[config.mk]
export PLATFORM = sky130hd
export DESIGN_NAME = fcnsl_top
export DESIGN_NICKNAME = d
export VERILOG_FILES = /design/src/core/fcnsl_pkg.sv /design/src/core/fcnsl_buf2.sv /design/src/core/fcnsl_top.sv
export SDC_FILE = /design/constraint.sdc
export NUM_CORES = 1
export LEC_CHECK = 0
export BUFFER_PORTS_ARGS = -buffer_cell sky130_fd_sc_hd__clkbuf_2
export CAP_MARGIN = 20
export CORE_MARGIN = 2
export CORE_UTILIZATION = 55
export DETAILED_ROUTE_END_ITERATION = 7
export PLACE_DENSITY = 0.79
export SLEW_MARGIN = 20
export SYNTH_ARGS = -nofsm -noshare
export SYNTH_HDL_FRONTEND = slang
export SYNTH_HIERARCHICAL = 1
export SYNTH_SLANG_ARGS = --single-unit
[constraint.sdc]
create_clock -name mclk_in -period 2.6 [get_ports mclk_in]
set_input_delay 0.26 -clock mclk_in [delete_from_list [all_inputs] [get_ports mclk_in]]
set_output_delay 0.26 -clock mclk_in [all_outputs]
set_load 0.05 [all_outputs]
[src/core/fcnsl_pkg.sv]
// Constants and types for the flash command next-state logic.
// Assumes one 200 MHz clock and command writes already decoded to bytes.
// Operation
// From an idle completion state each command code selects its mode.
// Status read, both suspended: 0xd0 resumes, 0xb0 stays, else array.
// Array read, both suspended: 0xd0 resumes, 0xb0 status, else stays.
// Query read, both suspended: 0xd0 resumes, 0xb0 status, else array.
// After factory confirm, wait over 5 us with ready low and busy high.
// Load counts 31 down per word, programs at 0, exits on a block change.
package fcnsl_pkg;
  // ==========================================================
  // Command codes
  localparam logic [7:0] FCNSL_CMD_READ_ARRAY = 8'hff;
  localparam logic [7:0] FCNSL_CMD_PROG_A     = 8'h10;
  localparam logic [7:0] FCNSL_CMD_PROG_B     = 8'h40;
  localparam logic [7:0] FCNSL_CMD_WBUF       = 8'he8;
  localparam logic [7:0] FCNSL_CMD_FACTORY    = 8'h30;
  localparam logic [7:0] FCNSL_CMD_ERASE      = 8'h20;
  localparam logic [7:0] FCNSL_CMD_CONFIRM    = 8'hd0;
  localparam logic [7:0] FCNSL_CMD_SUSPEND    = 8'hb0;
  // ==========================================================
  // Timing, load count and widths
  localparam int CLK_MHZ          = 200;
  localparam int SETUP_US         = 5;
  localparam int SETUP_CYC        = SETUP_US * CLK_MHZ;
  localparam int PROG_CYC         = 16;
  localparam int EXIT_CYC         = 16;
  localparam logic [4:0] LOAD_INIT = 5'h1f;
  localparam int BLK_W            = 8;
  localparam int DATA_W           = 16;
  // ==========================================================
  // States
  typedef enum logic [3:0] {
    ST_PROG_DONE, ST_READ_ARRAY, ST_READ_STATUS, ST_PROG_SETUP,
    ST_WBUF_SETUP, ST_FACT_SETUP, ST_ERASE_SETUP, ST_PROG_BUSY_ES,
    ST_RS_BOTH, ST_RA_BOTH, ST_RC_BOTH, ST_RQ_BOTH,
    ST_FACT_DELAY, ST_FACT_LOAD, ST_FACT_BUSY, ST_FACT_EXIT_BUSY
  } fcnsl_state_t;
  // Read data source
  typedef enum logic [1:0] {
    SRC_STATUS, SRC_ARRAY, SRC_CONFIG, SRC_QUERY
  } fcnsl_src_t;
endpackage

[src/core/fcnsl_buf2.sv]
// Two-entry skid buffer for factory-program data words.
// Assumes both sides on mclk_in.
`timescale 1ns/10ps
module fcnsl_buf2
  import fcnsl_pkg::*;
(
  // Clock and reset
  input  wire logic              mclk_in,
  input  wire logic              sys_rst_in,
  // Fill side
  input  wire logic              in_valid_in,
  output logic                   in_ready_out,
  input  wire logic [DATA_W-1:0] in_data_in,
  // Drain side
  output logic                   out_valid_out,
  input  wire logic              out_ready_in,
  output logic [DATA_W-1:0]      out_data_out
);
  logic [DATA_W-1:0] mem [2];
  logic [DATA_W-1:0] next_mem [2];
  logic              wp, rp, next_wp, next_rp;
  logic [1:0]        cnt, next_cnt;
  logic              push, pop;

  // =========================================================
  // Pointer and storage update
  always_comb
  begin
    push = in_valid_in && (cnt != 2'h2);
    pop  = (cnt != 2'h0) && out_ready_in;
    next_mem = mem;
    next_wp = wp;
    next_rp = rp;
    next_cnt = cnt;
    if (push)
    begin
      next_mem[wp] = in_data_in;
      next_wp = ~wp;
    end
    if (pop)
      next_rp = ~rp;
    next_cnt = 2'(cnt + {1'b0, push} - {1'b0, pop});
  end

  always_ff @(posedge mclk_in)
  begin
    if (sys_rst_in)
    begin
      wp  <= 1'b0;
      rp  <= 1'b0;
      cnt <= 2'h0;
    end
    else
    begin
      wp  <= next_wp;
      rp  <= next_rp;
      cnt <= next_cnt;
    end
    mem <= next_mem;
  end

  // Honest full and empty
  assign in_ready_out  = (cnt != 2'h2);
  assign out_valid_out = (cnt != 2'h0);
  assign out_data_out  = mem[rp];
endmodule

[src/core/fcnsl_top.sv]
// Command interface next-state logic of a NOR flash.
// Assumes commands arrive as one-cycle strobes on mclk_in.
`timescale 1ns/10ps
module fcnsl_top
  import fcnsl_pkg::*;
(
  // Clock and reset
  input  wire logic              mclk_in,
  input  wire logic              sys_rst_in,
  // Command writes
  input  wire logic              cmd_valid_in,
  input  wire logic [7:0]        cmd_code_in,
  input  wire logic [BLK_W-1:0]  cmd_block_in,
  // Factory-program data writes
  input  wire logic              data_valid_in,
  output logic                   data_ready_out,
  input  wire logic [DATA_W-1:0] data_in,
  input  wire logic [BLK_W-1:0]  data_block_in,
  // Array programming side
  output logic                   prog_valid_out,
  input  wire logic              prog_ready_in,
  output logic [DATA_W-1:0]      prog_data_out,
  // Status
  output logic                   ready_status_bit_out,
  output logic                   factory_buffer_busy_bit_out,
  output fcnsl_src_t             read_src_out,
  output fcnsl_state_t           state_out
);
  localparam logic [10:0] SETUP_LIM = 11'(SETUP_CYC);
  localparam logic [10:0] PROG_LIM  = 11'(PROG_CYC);
  localparam logic [10:0] EXIT_LIM  = 11'(EXIT_CYC);

  fcnsl_state_t     state, next_state;
  logic [10:0]      timer, next_timer;
  logic [4:0]       load_cnt, next_load_cnt;
  logic [BLK_W-1:0] blk, next_blk;
  logic             buf_valid, buf_ready;
  logic [DATA_W-1:0] buf_data;
  logic             load_take, blk_change;

  // =========================================================
  // Data buffer; draining stalls when the array side is busy
  fcnsl_buf2 u_buf (
    .mclk_in       (mclk_in),
    .sys_rst_in    (sys_rst_in),
    .in_valid_in   (data_valid_in),
    .in_ready_out  (data_ready_out),
    .in_data_in    (data_in),
    .out_valid_out (buf_valid),
    .out_ready_in  (buf_ready),
    .out_data_out  (buf_data)
  );

  assign blk_change = data_block_in != blk;
  // Words only leave the buffer while loading and the array accepts
  assign buf_ready = (state == ST_FACT_LOAD) && prog_ready_in && !blk_change;
  assign load_take = buf_valid && buf_ready;
  assign prog_valid_out = (state == ST_FACT_LOAD) && buf_valid && !blk_change;
  // Head word rides with valid; a registered copy would lag one word
  assign prog_data_out = buf_data;

  // =========================================================
  // Next-state decode
  always_comb
  begin
    next_state = state;
    next_timer = timer;
    next_load_cnt = load_cnt;
    next_blk = blk;
    case (state)
      ST_PROG_DONE, ST_READ_ARRAY, ST_READ_STATUS:
        if (cmd_valid_in)
          case (cmd_code_in)
            FCNSL_CMD_READ_ARRAY: next_state = ST_READ_ARRAY;
            FCNSL_CMD_PROG_A,
            FCNSL_CMD_PROG_B:     next_state = ST_PROG_SETUP;
            FCNSL_CMD_WBUF:       next_state = ST_WBUF_SETUP;
            FCNSL_CMD_FACTORY:    next_state = ST_FACT_SETUP;
            FCNSL_CMD_ERASE:      next_state = ST_ERASE_SETUP;
            FCNSL_CMD_CONFIRM:    next_state = ST_READ_ARRAY;
            FCNSL_CMD_SUSPEND:    next_state = ST_READ_STATUS;
            default:              next_state = state;
          endcase
      ST_FACT_SETUP:
        if (cmd_valid_in)
        begin
          // Anything but confirm abandons the setup
          if (cmd_code_in == FCNSL_CMD_CONFIRM)
          begin
            next_state = ST_FACT_DELAY;
            next_timer = 11'h000;
            next_blk = cmd_block_in;
          end
          else
            next_state = ST_READ_STATUS;
        end
      ST_FACT_DELAY:
      begin
        next_timer = 11'(timer + 11'h001);
        if (timer >= SETUP_LIM)
        begin
          next_state = ST_FACT_LOAD;
          next_load_cnt = LOAD_INIT;
        end
      end
      ST_FACT_LOAD:
        if (buf_valid && blk_change)
        begin
          next_state = ST_FACT_EXIT_BUSY;
          next_timer = 11'h000;
        end
        else if (load_take)
        begin
          if (load_cnt == 5'h00)
          begin
            next_state = ST_FACT_BUSY;
            next_timer = 11'h000;
          end
          else
            next_load_cnt = 5'(load_cnt - 5'h01);
        end
      ST_FACT_BUSY:
      begin
        next_timer = 11'(timer + 11'h001);
        if (timer >= PROG_LIM)
        begin
          next_state = ST_FACT_LOAD;
          next_load_cnt = LOAD_INIT;
        end
      end
      ST_FACT_EXIT_BUSY:
      begin
        // Internally timed exit ends ready
        next_timer = 11'(timer + 11'h001);
        if (timer >= EXIT_LIM)
          next_state = ST_PROG_DONE;
      end
      ST_RS_BOTH:
        if (cmd_valid_in)
        begin
          if (cmd_code_in == FCNSL_CMD_CONFIRM)
            next_state = ST_PROG_BUSY_ES;
          else if (cmd_code_in == FCNSL_CMD_SUSPEND)
            next_state = ST_RS_BOTH;
          else
            next_state = ST_RA_BOTH;
        end
      ST_RA_BOTH:
        if (cmd_valid_in)
        begin
          if (cmd_code_in == FCNSL_CMD_CONFIRM)
            next_state = ST_PROG_BUSY_ES;
          else if (cmd_code_in == FCNSL_CMD_SUSPEND)
            next_state = ST_RS_BOTH;
        end
      ST_RC_BOTH, ST_RQ_BOTH:
        if (cmd_valid_in)
        begin
          if (cmd_code_in == FCNSL_CMD_CONFIRM)
            next_state = ST_PROG_BUSY_ES;
          else if (cmd_code_in == FCNSL_CMD_SUSPEND)
            next_state = ST_RS_BOTH;
          else
            next_state = ST_RA_BOTH;
        end
      ST_ERASE_SETUP:
        // Erase busy, suspend and program setup rows sit outside this
        // block; a confirmed erase setup stands in for that whole path
        if (cmd_valid_in)
        begin
          if (cmd_code_in == FCNSL_CMD_CONFIRM)
            next_state = ST_PROG_BUSY_ES;
          else
            next_state = ST_READ_STATUS;
        end
      ST_PROG_BUSY_ES:
        // Suspending again returns to both suspended
        if (cmd_valid_in && cmd_code_in == FCNSL_CMD_SUSPEND)
          next_state = ST_RS_BOTH;
      default:
        // Rows handled elsewhere park here until any command, which goes to status read
        if (cmd_valid_in)
          next_state = ST_READ_STATUS;
    endcase
  end

  always_ff @(posedge mclk_in)
  begin
    if (sys_rst_in)
    begin
      state    <= ST_READ_ARRAY;
      timer    <= 11'h000;
      load_cnt <= LOAD_INIT;
      blk      <= '0;
    end
    else
    begin
      state    <= next_state;
      timer    <= next_timer;
      load_cnt <= next_load_cnt;
      blk      <= next_blk;
    end
  end

  // =========================================================
  // Status bits and read source by state
  always_ff @(posedge mclk_in)
  begin
    if (sys_rst_in)
    begin
      ready_status_bit_out        <= 1'b1;
      factory_buffer_busy_bit_out <= 1'b0;
      read_src_out                <= SRC_ARRAY;
      state_out                   <= ST_READ_ARRAY;
    end
    else
    begin
      ready_status_bit_out <= !(next_state inside {ST_FACT_DELAY,
        ST_FACT_LOAD, ST_FACT_BUSY, ST_FACT_EXIT_BUSY, ST_PROG_BUSY_ES});
      factory_buffer_busy_bit_out <= next_state inside {ST_FACT_DELAY,
        ST_FACT_BUSY, ST_FACT_EXIT_BUSY};
      case (next_state)
        ST_READ_ARRAY, ST_RA_BOTH: read_src_out <= SRC_ARRAY;
        ST_RC_BOTH:                read_src_out <= SRC_CONFIG;
        ST_RQ_BOTH:                read_src_out <= SRC_QUERY;
        default:                   read_src_out <= SRC_STATUS;
      endcase
      state_out <= next_state;
    end
  end
endmodule

==> results summary, run 1 <==
The worst stage delay on the critical path came out at between 0.5 and 0.6 ns. The global-route congestion overflow total is 0. The setup slack of the worst register-to-register path came out at ~0.26 ns. The tightest min-delay check is of the input pin to flip-flop type. The number of antenna-violating nets in the routed design is 0.

The fraction of the yosys area taken by sequential cells is 0.457. The top cell types in the final layout, fill and taps aside, are sky130_fd_sc_hd__clkbuf_2 (70), sky130_fd_sc_hd__dfxtp_1 (36), sky130_fd_sc_hd__nor2_1 (32), sky130_fd_sc_hd__edfxtp_1 (32), sky130_fd_sc_hd__nand2_1 (19). The first routing iteration left 191 violations. The area inside the core boundary is around 6400 um^2. The post-detailed-route wirelength per cell is between 15 and 20 um. During I/O placement, the number of pins put on the boundary was 71. The initial antenna violation count is 0. The leakage power summed over all cells came out at around 1.6 nW. The critical path is of the flip-flop to flip-flop type. The largest fanout of any net on the critical path is 12. The number of buffer cells added on primary ports came out at 70.

The share of the synthesized area in compound gates (AO/OA/AOI/OAI) was 0.148. After synthesis, the share of cell area in mux cells is 0.0707. For the worst setup path, the data arrival time is between 2 and 3 ns.

The flow ran to the end, but the final reports show violations. The latest clock arrival within the worst-skew pair is ~0.35 ns. The async set-reset flop share out of synthesis came out at 0. Timing analysis after detailed placement gives a worst setup slack of 0.246 ns.

In the global route stage, met2 resource usage came out at 0.352. The number of H-tree branching levels came out at 3. The share of the clock period used by the worst path came out at 0.898. The clock sink total came out at a little under 70. The worst setup path is captured at a flip-flop. The final setup skew is ~0.01 ns. The die covers 7370 um^2. The net count of the mapped netlist came out at between 400 and 500.

Entering global routing, the biggest net connects 25 pins. After synthesis, the largest family of logic cells by area is simple AND/OR/NAND/NOR gates. The placed cell count is about 490.

The number of endpoints with negative hold slack in the final report is 0. TritonCTS built the clock tree. The vias per cell is about 6. The total number of nets in the final design came out at 472.

The most used routing layer in global routing is met2. The most frequent cell on the critical path is sky130_fd_sc_hd__nor2_1. The met1 track demand over resource in global routing is 0.296.

Adding up every negative setup slack in the final design gives 0 ns. The first element of the critical path is state_out[1]$_SDFF_PP0_. The maximum count of clock buffers along a single path came out at 2. The tree is rooted in a sky130_fd_sc_hd__clkbuf_8. Derived from the worst setup path, the maximum achievable clock frequency is 428 MHz. For this run, global-route usage on met3 was measured as 0.0529.

The netlist uses 71 different library cells. The number of global-route vias before repair is 2800. 0 antenna diodes ended up in the layout. The final reports fail on design-rule violations. For this run, the detailed router's first-pass iteration total came to 7. The total of endpoints with negative setup slack in the final report came out at 0.

The ratio of total power to cell area is 542 nW/um^2. The number of standard cells in the final layout excluding fillers came out at 504. The detailed router placed around 3000 vias in this run. The number of placement rows came out at 29. The critical path's slowest cell is sky130_fd_sc_hd__dfxtp_1. The signal on the critical path passes through nand2b_1, nor2_1, and3_1, nor2b_1, o21ba_1, nor2_1, ha_1, nor4_1, nor3_2. The global-route wire length before repair is ~13 mm. The count of final max-slew check failures came out at 0. The area growth from synthesis to final layout is 15.3%. The global router's overall resource usage is 0.223. The final critical-path required period came out at 2.34 ns. The synthesized instance count came out at roughly 360. The Yosys warning count came out at 6. The beginning of the worst register-to-register path is state_out[1]$_SDFF_PP0_. The post-synthesis instance area is roughly 3700 um^2.

The worst-case setup margin in the final layout is about 0.26 ns. Measured against its own limit, the worst slew margin works out to 0.498. Leaving out fill and tap cells, the most frequent cell in the layout is sky130_fd_sc_hd__clkbuf_2. Of the total synthesized cell area, the portion taken by AND, OR, NAND and NOR gates is 0.203. The number of DRC violations after detailed routing is 7. Once the clock tree was built, the setup fixing pass inserted 0 buffers. The worst setup path is launched from a flip-flop.

The number of violations of the max-capacitance limit is 0. The dominant synthesized flop cell is sky130_fd_sc_hd__dfxtp_1. Setup repair after global routing left no endpoint under its margin. In the final layout, the share of cells above drive strength 1 is 0.255.

After detailed routing, the total wire length is about 7.9 mm. The final HPWL from detailed placement came out at between 5 and 6 mm. The number of enable-type register cells in the synthesized netlist is 32. The actual transition at the worst max-transition pin came out at between 0.7 and 0.8 ns. The mean cell area of the mapped netlist came out at ~10 um^2. The die extent in x is 85.8 um. The fraction of the mapped netlist area in adder cells came out at 0.0170. Counting the buffers created by CTS gives 9.

Of the total synthesized cell area, the portion taken by XOR and XNOR cells is 0.0571. The die outline height came out at approximately 86 um. After synthesis the netlist holds a flip-flop and latch count of 68. The maximum resistive drop on vdd is approximately 0.00028 V. The clock transition at the registers of the reported paths came out at 0.08 ns. The number of fillers in the final layout came out at 525. The routability congestion estimate is around 0.93. The tightest hold path in the finished design has a slack of a little over 0.1 ns. The count of hold-fix buffers inserted at cts is 0.

The starting utilization of the core area came out at 0.573. The startpoint identified for the worst hold timing path is data_in[13]. For the worst setup path, the data required time is ~2.8 ns.
## cells in the mapped netlist (3+ instances only)
cell type | n | area (um^2)
sky130_fd_sc_hd__edfxtp_1 | 32 | 961
sky130_fd_sc_hd__o21ai_0 | 10 | 50.1
sky130_fd_sc_hd__xor2_1 | 12 | 105
sky130_fd_sc_hd__and3_1 | 8 | 50.1
sky130_fd_sc_hd__a21oi_1 | 9 | 45.0
sky130_fd_sc_hd__buf_6 | 5 | 56.3
sky130_fd_sc_hd__and2_1 | 6 | 37.5
sky130_fd_sc_hd__mux2_1 | 16 | 180
sky130_fd_sc_hd__nand2_1 | 19 | 71.3
sky130_fd_sc_hd__dfxtp_1 | 36 | 721
sky130_fd_sc_hd__a211oi_1 | 3 | 22.5
sky130_fd_sc_hd__nor2_1 | 32 | 120
sky130_fd_sc_hd__mux2i_1 | 8 | 80.1
sky130_fd_sc_hd__nor2b_1 | 6 | 37.5
sky130_fd_sc_hd__a31oi_1 | 6 | 37.5
sky130_fd_sc_hd__ha_1 | 5 | 62.6
sky130_fd_sc_hd__nor3_1 | 10 | 50.1
sky130_fd_sc_hd__nand3b_1 | 3 | 22.5
sky130_fd_sc_hd__xnor2_1 | 12 | 105
sky130_fd_sc_hd__inv_1 | 11 | 41.3
sky130_fd_sc_hd__nand2b_1 | 5 | 31.3
sky130_fd_sc_hd__nor4_1 | 3 | 18.8
sky130_fd_sc_hd__o2111ai_1 | 6 | 52.6
sky130_fd_sc_hd__clkbuf_1 | 8 | 30.0
sky130_fd_sc_hd__nand3_1 | 7 | 35.0
sky130_fd_sc_hd__buf_4 | 4 | 30.0
sky130_fd_sc_hd__nor3b_1 | 3 | 22.5
sky130_fd_sc_hd__nand4_1 | 7 | 43.8
sky130_fd_sc_hd__buf_2 | 3 | 15.0
sky130_fd_sc_hd__o211ai_1 | 4 | 30.0
sky130_fd_sc_hd__nor4b_1 | 3 | 26.3
## critical path: cells and delay by family, from the launching register on
| family | cells | cell delay, ns |
|---|---|---|
| AO/OA/AOI/OAI | 1 | 0.16 |
| adder cells (fa/ha/maj) | 1 | 0.19 |
| flip-flops | 1 | 0.59 |
| AND/OR/NAND/NOR | 7 | 1.26 |
## final timing paths
check,end,cells after the start
worst max register to register,u_buf/cnt[1]$_SDFF_PP0_,9
worst max-delay path,u_buf/cnt[1]$_SDFF_PP0_,9
worst min register to register,timer[1]$_SDFFE_PP0P_,2
worst min-delay path,u_buf/mem[13]$_DFFE_PP_,1
## sequential cells by signal, summed over array words and instances (netlist names)
name	count
u_buf/mem	32
timer	11
blk	8
load_cnt	5
state_out	4
read_src_out	2
u_buf/cnt	2
factory_buffer_busy_bit_out	1
ready_status_bit_out	1
u_buf/rp	1
u_buf/wp	1
## logic make-up after synthesis
logic type	count (synthesis)
compound gates	72
xor+xnor	24
fa+ha+maj	5
buf+inv	32
flops	68
mux	24
simple gates	130
## area by class of cell
type	count	area, um^2	share of cell area
inverters	11	41.3	0.00973
multi-input cells	255	1830	0.431
clock inverters	6	65.1	0.0153
clock buffers	10	128	0.0301
repair buffers	77	403	0.0949
flip-flops and latches	68	1680	0.396
well taps	77	96.3	0.0227
## where the power goes
part           leakage [nW]  internal (W)  switching [W]
Combinational         0.939     0.0000827       0.000179
Sequential            0.591       0.00116      0.0000150
Clock                0.0962      0.000443       0.000415
Total                  1.63       0.00169       0.000609
## timing repair
action / in CTS / in global routing
gates resized for setup: 0 / 1
setup endpoints to repair: 0 / 1
hold endpoints to repair: 0 / 0
## metal layers
metal,part of all wire,up-vias
met4,0.023,0
met3,0.076,19
met5,0,-
met2,0.45,131
met1,0.45,1374
li1,-,1470
## through the flow
stage / cell area [um^2] / power (W) / util
6_report: 4240 / 0.00230 / 0.661
5_1_grt: 4240 / 0.00238 / 0.661
4_1_cts: 4240 / 0.00232 / 0.660
3_5_place_dp: 4050 / 0.00146 / 0.630
3_3_place_gp: 4050 / 0.00146 / 0.630
2_1_floorplan: 3680 / 0.00138 / -
No activity file was read; power rests on OpenSTA's default activity.
==> run 2, diff against run 1 <==
--- a/config.mk
+++ b/config.mk
@@ -8,9 +8,9 @@
 export BUFFER_PORTS_ARGS = -buffer_cell sky130_fd_sc_hd__clkbuf_2
 export CAP_MARGIN = 20
 export CORE_MARGIN = 2
-export CORE_UTILIZATION = 55
+export CORE_UTILIZATION = 45
 export DETAILED_ROUTE_END_ITERATION = 7
-export PLACE_DENSITY = 0.79
+export PLACE_DENSITY = 0.67
 export SLEW_MARGIN = 20
 export SYNTH_ARGS = -nofsm -noshare
 export SYNTH_HDL_FRONTEND = slang
==> results summary, run 2 (same netlist as run 1, synthesis figures left out) <==
The initial detailed-routing violation count is approximately 130. The H-tree generated during clock tree synthesis spans 3 levels. The worst slew margin relative to its limit is 0.502. The number of DRC violations after detailed routing is 0. Clock tree synthesis inserted a total of 9 buffers.

The actual transition at the worst max-transition pin is ~0.75 ns. The number of violations of the max-capacitance limit is 0. Counting instances, the worst hold path has a depth of 1. The global-route congestion overflow total came out at 0.

The number of buffer cells added on primary ports came out at 70. The share of the clock period used by the worst path is 0.844. The number of global-route vias before repair is around 2800. The number of antenna-violating nets in the routed design came out at 0. The leakage power summed over all cells is 1.65 nW. The number of endpoints with negative hold slack in the final report came out at 0.

In this run the worst hold path is classified as input pin to flip-flop. At the end of routability-driven placement, the weighted congestion stood at 0.917. The signal arrival time at the worst endpoint is between 2 and 2.5 ns. Setup repair after global routing left no endpoint under its margin. In the global route stage, overall resource usage came out at 0.182. Summing internal, switching and leakage power gives ~0.0024 W.

For the worst-skew pair, the clock arrives at the later sink with an insertion delay of about 0.35 ns. The endpoint of the worst hold-timing path is u_buf/mem[7]$_DFFE_PP_. In the final layout, the share of cells above drive strength 1 is 0.258. After detailed routing, the number of vias per cell comes to approximately 5.6. The final wirelength came out at between 7 and 8 mm. The clock sink total came out at 68.

The number of placement rows came out at 32. More flip-flops sit in one register than any other, and that register is u_buf/mem. The largest registers in the layout are u_buf/mem: 32 flops, timer: 11 flops, blk: 8 flops.

The final setup skew is around 0.014 ns. The number of primary I/O pins is roughly 70. The maximum count of clock buffers along a single path came out at 2. The area growth from synthesis to final layout came out at 17.2%. The number of fillers in the final layout came out at 734. In the final timing run, aggregate negative setup slack is 0 ns. The initial antenna violation count is 0. The total of endpoints with negative setup slack in the final report came out at 0. The critical path start-end classification is flip-flop to flip-flop.

Dividing the detail-routed wire length by the instance count gives 14.6 um. STA classifies the critical path endpoint as a flip-flop. The area inside the core boundary is about 7800 um^2.

STA classifies the critical path startpoint as a flip-flop. In this run the critical register-to-register path is captured at timer[9]$_SDFFE_PP0P_. The overall die area came out at approximately 8900 um^2. TritonCTS built the clock tree. The beginning of the worst register-to-register path is load_cnt[0]$_SDFFE_PP1P_. The worst reg2reg path depth came out at 8.

The die outline height came out at 94.5 um. The clock period could shrink to about 2.2 ns. The number of inserted diodes is 0.

The starting utilization of the core area is 0.469. Once layout is complete, the utilization of the core stands at 0.550. For the worst setup path, the data required time is ~2.8 ns. The root buffer selected by CTS is sky130_fd_sc_hd__clkbuf_8.

After the last flow step, the layout net total stands at around 480. The maximum clock rate came out at between 400 and 500 MHz. In this run the most critical hold path is launched from data_in[7].

Power spread over the standard cell area amounts to approximately 550 nW/um^2. The die extent in x is roughly 94 um. The global-route wire length before repair came out at roughly 13 mm. The count of final max-slew check failures came to 0. Entering global routing, the biggest net connects 25 pins. The register with the most flip-flops in the layout has 32 of them. The run finished with clean final reports. The clock transition at the registers of the reported paths is around 0.070 ns. The length of the first detailed-routing pass in iterations is 4. The setup slack of the worst register-to-register path is between 0.4 and 0.5 ns.

The library cell used most frequently in the layout, excluding fill and tap cells, is sky130_fd_sc_hd__clkbuf_2. IR analysis of the VDD net gives a maximum drop of 0.000217 V. The HPWL after detailed placement is roughly 5.6 mm. The largest fanout of any net on the critical path came out at 11.

The number of setup buffers added after CTS is 0. The top cell types in the final layout, fill and taps aside, are sky130_fd_sc_hd__clkbuf_2 (70), sky130_fd_sc_hd__dfxtp_1 (36), sky130_fd_sc_hd__nor2_1 (32), sky130_fd_sc_hd__edfxtp_1 (32), sky130_fd_sc_hd__nand2_1 (19). The number of vias in the routed layout came out at ~3000. The worst hold slack after final layout came out at roughly 0.10 ns.
==> run 2: how the worst max path moves through the flow <==
| stage | start | endpoint | slack, ns | depth (start not counted) |
|---|---|---|---|---|
| after floorplan | state_out[2]$_SDFF_PP0_ | u_buf/cnt[1]$_SDFF_PP0_ | 0.34 | 9 |
| after CTS | load_cnt[0]$_SDFFE_PP1P_ | timer[9]$_SDFFE_PP0P_ | 0.21 | 8 |
| final | load_cnt[0]$_SDFFE_PP1P_ | timer[9]$_SDFFE_PP0P_ | 0.41 | 8 |
| after global placement | cmd_code_in[0] | read_src_out[0]$_SDFF_PP1_ | 0.27 | 7 |
| after detailed placement | load_cnt[0]$_SDFFE_PP1P_ | timer[9]$_SDFFE_PP0P_ | 0.22 | 8 |
| after global routing | blk[4]$_SDFFE_PP0P_ | u_buf/cnt[1]$_SDFF_PP0_ | 0.12 | 10 |
==> run 2: where the power goes <==
| part | total [W] | switching, W | internal, W |
|---|---|---|---|
| Combinational | 0.000263 | 0.000180 | 0.0000829 |
| Sequential | 0.00118 | 0.0000134 | 0.00116 |
| Clock | 0.000927 | 0.000389 | 0.000537 |
| Total | 0.00237 | 0.000583 | 0.00178 |
==> run 2: cell type report <==
type	count	area, um^2	area share
Timing Repair Buffer	80	425	0.0986
Inverter	11	41.3	0.00957
Sequential cell	68	1680	0.390
Clock buffer	11	131	0.0305
Tap cell	102	128	0.0296
Multi-Input combinational cell	255	1830	0.424
Clock inverter	5	77.6	0.0180
==> run 2: critical path, stage by stage, from the launching register on <==
cell	delay [ns]
sky130_fd_sc_hd__dfxtp_1	0.31
sky130_fd_sc_hd__inv_1	0.10
sky130_fd_sc_hd__ha_1	0.16
sky130_fd_sc_hd__nor4b_2	0.44
sky130_fd_sc_hd__and2_1	0.20
sky130_fd_sc_hd__o311a_1	0.38
sky130_fd_sc_hd__o2111ai_1	0.20
sky130_fd_sc_hd__xnor2_1	0.14
sky130_fd_sc_hd__nor2b_1	0.12
==> run 2: per-layer routing <==
metal	GRT usage	share of wire
met5	0	0
met4	0.0664	0.016
met3	0.0375	0.065
met2	0.295	0.46
met1	0.242	0.46
==> run 2: timing repair <==
item / 4_1_cts / 5_1_grt
resized for setup: 0 / 1
hold buffers: 0 / 0
setup endpoints to repair: 0 / 5
==> run 2: per-stage QoR <==
step           area (um^2)  worst slack [ns]  std cells
4_1_cts               4310             0.213        532
2_1_floorplan         3680             0.338        355
6_report              4310             0.407        532
3_5_place_dp          4100             0.221        516
5_1_grt               4310             0.117        532
3_3_place_gp          4100             0.267        516
